`src/hw/sa6_irq_consts.svh`:
```
// Register map, field positions and reset values of the spare-code change interrupt block.
// Assumes inclusion by bare name from the design files.
// Summary of operation
// - Flag bit 2 when the code enters or leaves 001x, low bit ignored.
// - Flag bit 1 when the code changes to a combination no watched pattern covers.
// - Flag bit 0 when the code begins or ceases to equal 0000.
// - Keep a flag for changes into or out of pattern 1000.
// - Reading the status register clears flags; later events stay until next read.
// - A flag reads 1 if its event occurred since last read; resets to 0.
// - Enable bit 7 gates the 1111 change interrupt.
// - Enable bit 6 gates the 1110 change interrupt.
// - Enable bit 5 gates the 1100 change interrupt.
// - Enable bits are read/write, reset to 0; interrupt only for enabled sources.
// - Status bits 7 and 6 record 1111 and 1110 changes; clear on read.
`ifndef SA6_IRQ_CONSTS_SVH
`define SA6_IRQ_CONSTS_SVH
`define SA6_OFS_STATUS   12'h0b0c
`define SA6_OFS_ENABLE   12'h0b0d
`define SA6_OFS_CLEAR    12'h0b0e
`define SA6_BIT_1111     3'h7
`define SA6_BIT_1110     3'h6
`define SA6_BIT_1100     3'h5
`define SA6_BIT_1010     3'h4
`define SA6_BIT_1000     3'h3
`define SA6_BIT_001X     3'h2
`define SA6_BIT_OTHER    3'h1
`define SA6_BIT_0000     3'h0
`define SA6_RESET_REG    8'h00
`define SA6_RESET_CODE   4'h0
`define SA6_DEBOUNCE_CNT 3
`endif

```
`src/hw/sa6_irq_pkg.sv`:
```
// Types of the spare-code change interrupt block.
// Assumes nothing beyond the constants header.
`default_nettype none
package sa6_irq_pkg;
  typedef logic [7:0] sa6_reg_type;
  typedef logic [3:0] sa6_code_type;
  typedef enum logic [1:0] {
    DEB_IDLE  = 2'b01,
    DEB_TRACK = 2'b10
  } deb_state_type;
endpackage
`default_nettype wire

```
`src/hw/sa6_code_if.sv`:
```
// Carries the debounced spare code from the debouncer to the event logic.
// Assumes one clock domain.
`default_nettype none
interface sa6_code_if;
  import sa6_irq_pkg::*;
  sa6_code_type code;
  logic         valid;
  modport src (output code, output valid);
  modport dst (input code, input valid);
endinterface
`default_nettype wire

```
`src/hw/sa6_change_irq.sv`:
```
// Spare-code change interrupt: status, enable, clear registers and interrupt output.
// Assumes the register port and the multiframe strobe share i_clk.
`include "sa6_irq_consts.svh"
`default_nettype none
module sa6_change_irq
  import sa6_irq_pkg::*;
#(
  parameter int REPEAT = `SA6_DEBOUNCE_CNT
) (
  input  wire logic        i_clk,       // Framer clock, 100 MHz
  input  wire logic        i_reset_n,   // Async reset, active low
  input  wire logic [3:0]  i_raw_code,  // Raw spare code per multiframe
  input  wire logic        i_mf_strobe, // Multiframe done pulse
  input  wire logic [11:0] i_addr,      // Register address
  input  wire logic [7:0]  i_wdata,     // Write data
  input  wire logic        i_wr,        // Write strobe
  input  wire logic        i_rd,        // Read strobe
  output logic      [7:0]  o_rdata,     // Read data, cycle after i_rd
  output logic      [3:0]  o_code,      // Debounced code
  output logic             o_irq        // Level interrupt
);
  sa6_code_if deb_if ();

  sa6_debounce #(.REPEAT(REPEAT)) u_deb (
    .i_clk       (i_clk),
    .i_reset_n   (i_reset_n),
    .i_raw_code  (i_raw_code),
    .i_mf_strobe (i_mf_strobe),
    .deb         (deb_if.src)
  );

  function automatic sa6_reg_type match_vec(input sa6_code_type c);
    sa6_reg_type m;
    m = 8'h00;
    m[`SA6_BIT_1111] = (c == 4'hf);
    m[`SA6_BIT_1110] = (c == 4'he);
    m[`SA6_BIT_1100] = (c == 4'hc);
    m[`SA6_BIT_1010] = (c == 4'ha);
    m[`SA6_BIT_1000] = (c == 4'h8);
    m[`SA6_BIT_001X] = (c[3:1] == 3'b001);
    m[`SA6_BIT_0000] = (c == 4'h0);
    m[`SA6_BIT_OTHER] = ~|m;
    return m;
  endfunction

  sa6_code_type prev_code_r;
  logic         prev_valid_r;
  sa6_reg_type  status_r;
  sa6_reg_type  enable_r;
  sa6_reg_type  status_nxt;
  sa6_reg_type  rdata_nxt;
  logic [7:0]   rdata_r;
  logic         irq_r;

  wire sa6_reg_type cur_m   = match_vec(deb_if.code);
  wire sa6_reg_type prev_m  = match_vec(prev_code_r);
  wire logic        changed = deb_if.valid && (!prev_valid_r || deb_if.code != prev_code_r);
  // Edges of a match; first debounced value counts as entering it
  wire sa6_reg_type edge_w  = changed ? ((cur_m ^ (prev_valid_r ? prev_m : 8'h00)) & ~8'h02) : 8'h00;
  wire sa6_reg_type other_w = changed ? (cur_m & 8'h02) : 8'h00;
  wire sa6_reg_type event_w = edge_w | other_w;
  wire logic        rd_stat = i_rd && (i_addr == `SA6_OFS_STATUS);
  wire logic        wr_clr  = i_wr && (i_addr == `SA6_OFS_CLEAR);
  wire logic        wr_en   = i_wr && (i_addr == `SA6_OFS_ENABLE);
  wire sa6_reg_type clr_w   = (rd_stat ? 8'hff : 8'h00) | (wr_clr ? i_wdata : 8'h00);

  // New events win over a clear in the same cycle
  assign status_nxt = (status_r & ~clr_w) | event_w;
  assign rdata_nxt  = rd_stat ? status_r :
                      (i_rd && i_addr == `SA6_OFS_ENABLE) ? enable_r : 8'h00;

  always_ff @(posedge i_clk or negedge i_reset_n) begin
    if (!i_reset_n) begin
      prev_code_r  <= `SA6_RESET_CODE;
      prev_valid_r <= 1'b0;
      status_r     <= `SA6_RESET_REG;
      enable_r     <= `SA6_RESET_REG;
      rdata_r      <= 8'h00;
      irq_r        <= 1'b0;
    end else begin
      prev_code_r  <= deb_if.code;
      prev_valid_r <= deb_if.valid;
      status_r     <= status_nxt;
      if (wr_en) enable_r <= i_wdata;
      rdata_r      <= rdata_nxt;
      irq_r        <= |(status_nxt & enable_r);
    end
  end

  assign o_rdata = rdata_r;
  assign o_code  = prev_code_r;
  assign o_irq   = irq_r;
endmodule // sa6_change_irq
`default_nettype wire

```
`src/hw/sa6_debounce.sv`:
```
// Debounces the raw four-bit spare code per multiframe.
// Assumes i_mf_strobe is a one-cycle pulse in the i_clk domain.
`include "sa6_irq_consts.svh"
`default_nettype none
module sa6_debounce
  import sa6_irq_pkg::*;
#(
  parameter int REPEAT = `SA6_DEBOUNCE_CNT
) (
  input  wire logic         i_clk,       // Framer clock
  input  wire logic         i_reset_n,   // Async reset, active low
  input  wire logic [3:0]   i_raw_code,  // Code of the latest multiframe
  input  wire logic         i_mf_strobe, // Multiframe done pulse
  sa6_code_if.src           deb          // Debounced code out
);
  deb_state_type state_r;
  sa6_code_type  cand_r;
  logic [3:0]    cnt_r;
  sa6_code_type  code_r;
  logic          valid_r;
  wire           same_w  = (i_raw_code == cand_r);
  wire           reach_w = same_w && (cnt_r >= 4'(REPEAT - 1));

  always_ff @(posedge i_clk or negedge i_reset_n) begin
    if (!i_reset_n) begin
      state_r <= DEB_IDLE;
      cand_r  <= `SA6_RESET_CODE;
      cnt_r   <= 4'h0;
      code_r  <= `SA6_RESET_CODE;
      valid_r <= 1'b0;
    end else if (i_mf_strobe) begin
      case (state_r)
        DEB_IDLE: begin
          cand_r  <= i_raw_code;
          cnt_r   <= 4'h1;
          state_r <= DEB_TRACK;
        end
        DEB_TRACK: begin
          cand_r <= i_raw_code;
          if (!same_w) cnt_r <= 4'h1;
          else if (!reach_w) cnt_r <= cnt_r + 4'h1;
          if (reach_w) begin
            code_r  <= cand_r;
            valid_r <= 1'b1;
          end
        end
        default: state_r <= DEB_IDLE;
      endcase
    end
  end

  assign deb.code  = code_r;
  assign deb.valid = valid_r;
endmodule // sa6_debounce
`default_nettype wire

```
`config.mk`:
```
export PLATFORM = sky130hd
export DESIGN_NAME = sa6_change_irq
export DESIGN_NICKNAME = d
export VERILOG_FILES = /design/src/hw/sa6_irq_pkg.sv /design/src/hw/sa6_code_if.sv /design/src/hw/sa6_change_irq.sv /design/src/hw/sa6_debounce.sv
export VERILOG_INCLUDE_DIRS = /design/src /design/src/hw
export SDC_FILE = /design/constraint.sdc
export NUM_CORES = 1
export LEC_CHECK = 0
export BUFFER_PORTS_ARGS = -buffer_cell sky130_fd_sc_hd__buf_2
export CAP_MARGIN = 15
export CORE_MARGIN = 2
export CORE_UTILIZATION = 59
export CTS_CLUSTER_DIAMETER = 150
export DETAILED_ROUTE_END_ITERATION = 6
export GPL_ROUTABILITY_DRIVEN = 0
export MAX_ROUTING_LAYER = met4
export PLACE_DENSITY = 0.84
export SLEW_MARGIN = 10
export SYNTH_ARGS = -nofsm -noshare
export SYNTH_HDL_FRONTEND = slang
export SYNTH_SLANG_ARGS = --single-unit
export TNS_END_PERCENT = 30
```
`constraint.sdc`:
```
create_clock -name i_clk -period 3.07 [get_ports i_clk]
set_input_delay 0 -clock i_clk [delete_from_list [all_inputs] [get_ports i_clk]]
set_output_delay 0 -clock i_clk [all_outputs]
set_load 0.01 [all_outputs]
```
==> reports/results.tsv <==
metric	value	unit
outcome	completed	
r2r startpoint	u_deb.cand_r[0]	
post_cts resized	0	
Max Slew Vio Count	0	
Detailed Route WL	4.42	mm
Seq pwr share	0.499	
layout cells sized above 1	0.221	
Lkg Pwr	0.00129	µW
initial antenna violation count	0	
synth top area cells	dfrtp_1 49%, o21ai_0 4.5%, nand2_1 4.2%	
Max Clock Skew	3.88	ps
worst reg2reg endpoint	u_deb.deb.code[3]	
global route total overflow	0	
switching power	558	µW
Finished Cell Area	0.00268	mm²
Iter 0 DRT Violations	139	
first-pass GRT wire length	7.29	mm
Crit Path Max Fanout	5	
pin count of the biggest net entering global routing	46	
Sw Share	0.336	
relative slew slack	0.360	
# port buffers	41	
Worst-Margin Slew	959	ps
FMAX	478	MHz
Yosys warnings	0	
Total GRT Usage	0.224	
post-synthesis register bit count	45	
CP top delay family	simple AND/OR/NAND/NOR gates	
Pint	1100	µW
Crit. Startpoint	u_deb.cand_r[0]	
clock root buffer	clkbuf_8	
Async SR Flop Fraction	1.00	
Hold Path Class	input port to flop	
hold path depth	3	
Site Rows	22	
CP arrival	2270	ps
post-synth top area cell	dfrtp_1	
area grow syn2layout	19.2	%
antenna-violating nets left	0	
# IOs	42	
WHS	32.6	ps
sequential element share of the synthesized area	0.502	
DRC viols	0	
Data required, critical path	3250	ps
Post-synth EDFFs	0	
Main synth FF type	dfrtp_1	
area fraction of the dominant cell type after synthesis	0.491	
TritonRoute pass-1 iters	5	
Max VDD drop	0.477	mV
CTS Buf Count	5	
MaxCap Viol Count	0	
core area	0.00366	mm²
register clock-pin slew on the reported worst setup and hold paths	80	ps
pwr/cell area	620	mW/mm²
R2R Setup Slk	980	ps
vias in the first global route	1740	
CP Class	flop to flop	
Die W	65.7	µm
Synth Cell Area	0.00224	mm²
CP max stage delay	540	ps
clock power share	0.218	
cell count after synthesis	230	
post-place instance area	0.00246	mm²
Nets	312	
post-DP HPWL	3.14	mm
Yosys cell types	41	
met2 GRT Util	0.414	
Tmin final	2090	ps
Place WS	987	ps
worst setup margin	977	ps
Hold EP	u_deb.cand_r[0]	
CP Capture Type	flop	
GRT met3 Usage	0.0514	
DR WL/cell	13.5	µm
Final period util	0.682	
# clock sinks	45	
mean post-synth cell area	9.76	µm²
r2r worst-path depth	4	
post-synth net total	263	
Starting Density	0.613	
crit path buf inv count	0	
startpoint types	flop	
Clk Latency, worst-skew pair	290	ps
M1 GR Usage	0.249	
gr busiest metal	met2	
Worst path slowest cell	nor4b_1	
# setup viols final	0	
Cell Chain, Critical Path	a222oi_1 > nor4b_1 > and3_1 > mux2_2	
TritonCTS clock tree	yes	
H-tree depth	2	
DR vias/cell	5.45	
combinational fraction of design power	0.282	
hold path start	i_raw_code[0]	
Die H	65.7	µm
unrepaired setup endpoints after global routing	no	
setup TNS	0	ps
Max clock buf depth	2	
diode count	0	
via count	1786	
die footprint	0.00431	mm²
Hold Fails Final Rpt	0	
[kinds of logic after synthesis]
| logic type | share of synthesized area |
|---|---|
| and+or+nand+nor | 0.182 |
| muxes | 0.0758 |
| xor gates and xnor gates | 0.0468 |
| AOI/OAI and AO/OA | 0.129 |
| DFF | 0.502 |
| adders and majority gates | 0.0223 |
| buffers and inverters | 0.0418 |
[how the worst max path moves through the flow]
stage	end	slack [ps]	depth (start not counted)
finish	u_deb.deb.code[3]	980	4
global route	u_deb.deb.code[3]	800	4
CTS	u_deb.deb.code[3]	960	4
floorplan	u_deb.deb.code[0]	1120	5
global placement	u_deb.deb.code[0]	1090	4
detailed placement	u_deb.deb.code[3]	990	4
[what timing repair did]
action                    CTS  global route
buffers inserted            0             0
hold endpoints to repair   55             0
hold buffers               12             0
[layer usage]
| metal | vias to the layer above | routed length (µm) | part of all wire |
|---|---|---|---|
| met4 | 0 | 29 | 0.0066 |
| met3 | 4 | 160 | 0.036 |
| met5 | - | 0 | 0 |
| met2 | 36 | 2310 | 0.52 |
| li1 | 890 | - | - |
| met1 | 856 | 1920 | 0.43 |
[sequential cells by signal, summed over array words and instances (netlist names)]
name and cells:
prev_valid_r 1, u_deb.state_r 2, u_deb.deb.code 4, o_irq 1, u_deb.cnt_r 4, enable_r 8
o_code 4, u_deb.deb.valid 1, o_rdata 8, u_deb.cand_r 4, status_r 8
[power groups by stage]
stage	clock network, µW	registers, µW	logic, µW
CTS	375	828	474
detailed placement	0	840	458
global route	398	848	536
finish	362	829	468
global placement	0	833	445
floorplan	0	784	371
[through the flow]
stage | power [µW] | cells | util
finish | 1660 | 328 | 0.731
CTS | 1680 | 328 | 0.731
floorplan | 1150 | 230 | -
detailed placement | 1300 | 308 | 0.673
global route | 1780 | 328 | 0.731
global placement | 1280 | 308 | 0.673
[worst reg2reg max path, stage by stage (launching register included)]
cell      delay, ps
dfrtp_1         410
a222oi_1        300
nor4b_1         540
and3_1          370
mux2_2          360
[cell usage after synthesis, types with 2 or more instances]
| master | instances |
|---|---|
| dfrtp_1 | 44 |
| nand2_1 | 25 |
| nor2_1 | 20 |
| o21ai_0 | 20 |
| a21oi_1 | 12 |
| clkbuf_1 | 11 |
| inv_1 | 11 |
| mux2_2 | 8 |
| mux2i_1 | 8 |
| xor2_1 | 7 |
| nor3_1 | 6 |
| nand2b_1 | 5 |
| xnor2_1 | 5 |
| ha_1 | 4 |
| nor2b_1 | 4 |
| nor3b_1 | 3 |
| o211ai_1 | 3 |
| o21ai_1 | 3 |
| o22ai_1 | 3 |
| and2_1 | 2 |
| nand3_1 | 2 |
| nand4_1 | 2 |
| nor4_1 | 2 |
| or2_2 | 2 |
| or4_4 | 2 |
[area by class of cell]
type                       count  area, µm²
tap                           48       60.1
inverter                      11       41.3
clock buffer                   8       90.1
fill                         268        986
multi-input combinational    162       1020
timing repair buffer          54        333
sequential                    45       1130
[cell usage in the layout (no fill, tap or decap), types with 4 or more instances in the layout]
cell / count
dlygate4sd3_1: 12
clkbuf_8: 6
nor2_1: 20
nor2b_1: 4
nor3_1: 6
nand2_1: 25
o21ai_0: 20
mux2_2: 8
a21oi_1: 12
buf_2: 41
ha_1: 4
nand2b_1: 5
xnor2_1: 5
mux2i_1: 8
xor2_1: 7
dfrtp_1: 44
inv_1: 11
No activity file was read; power rests on OpenSTA's default activity.
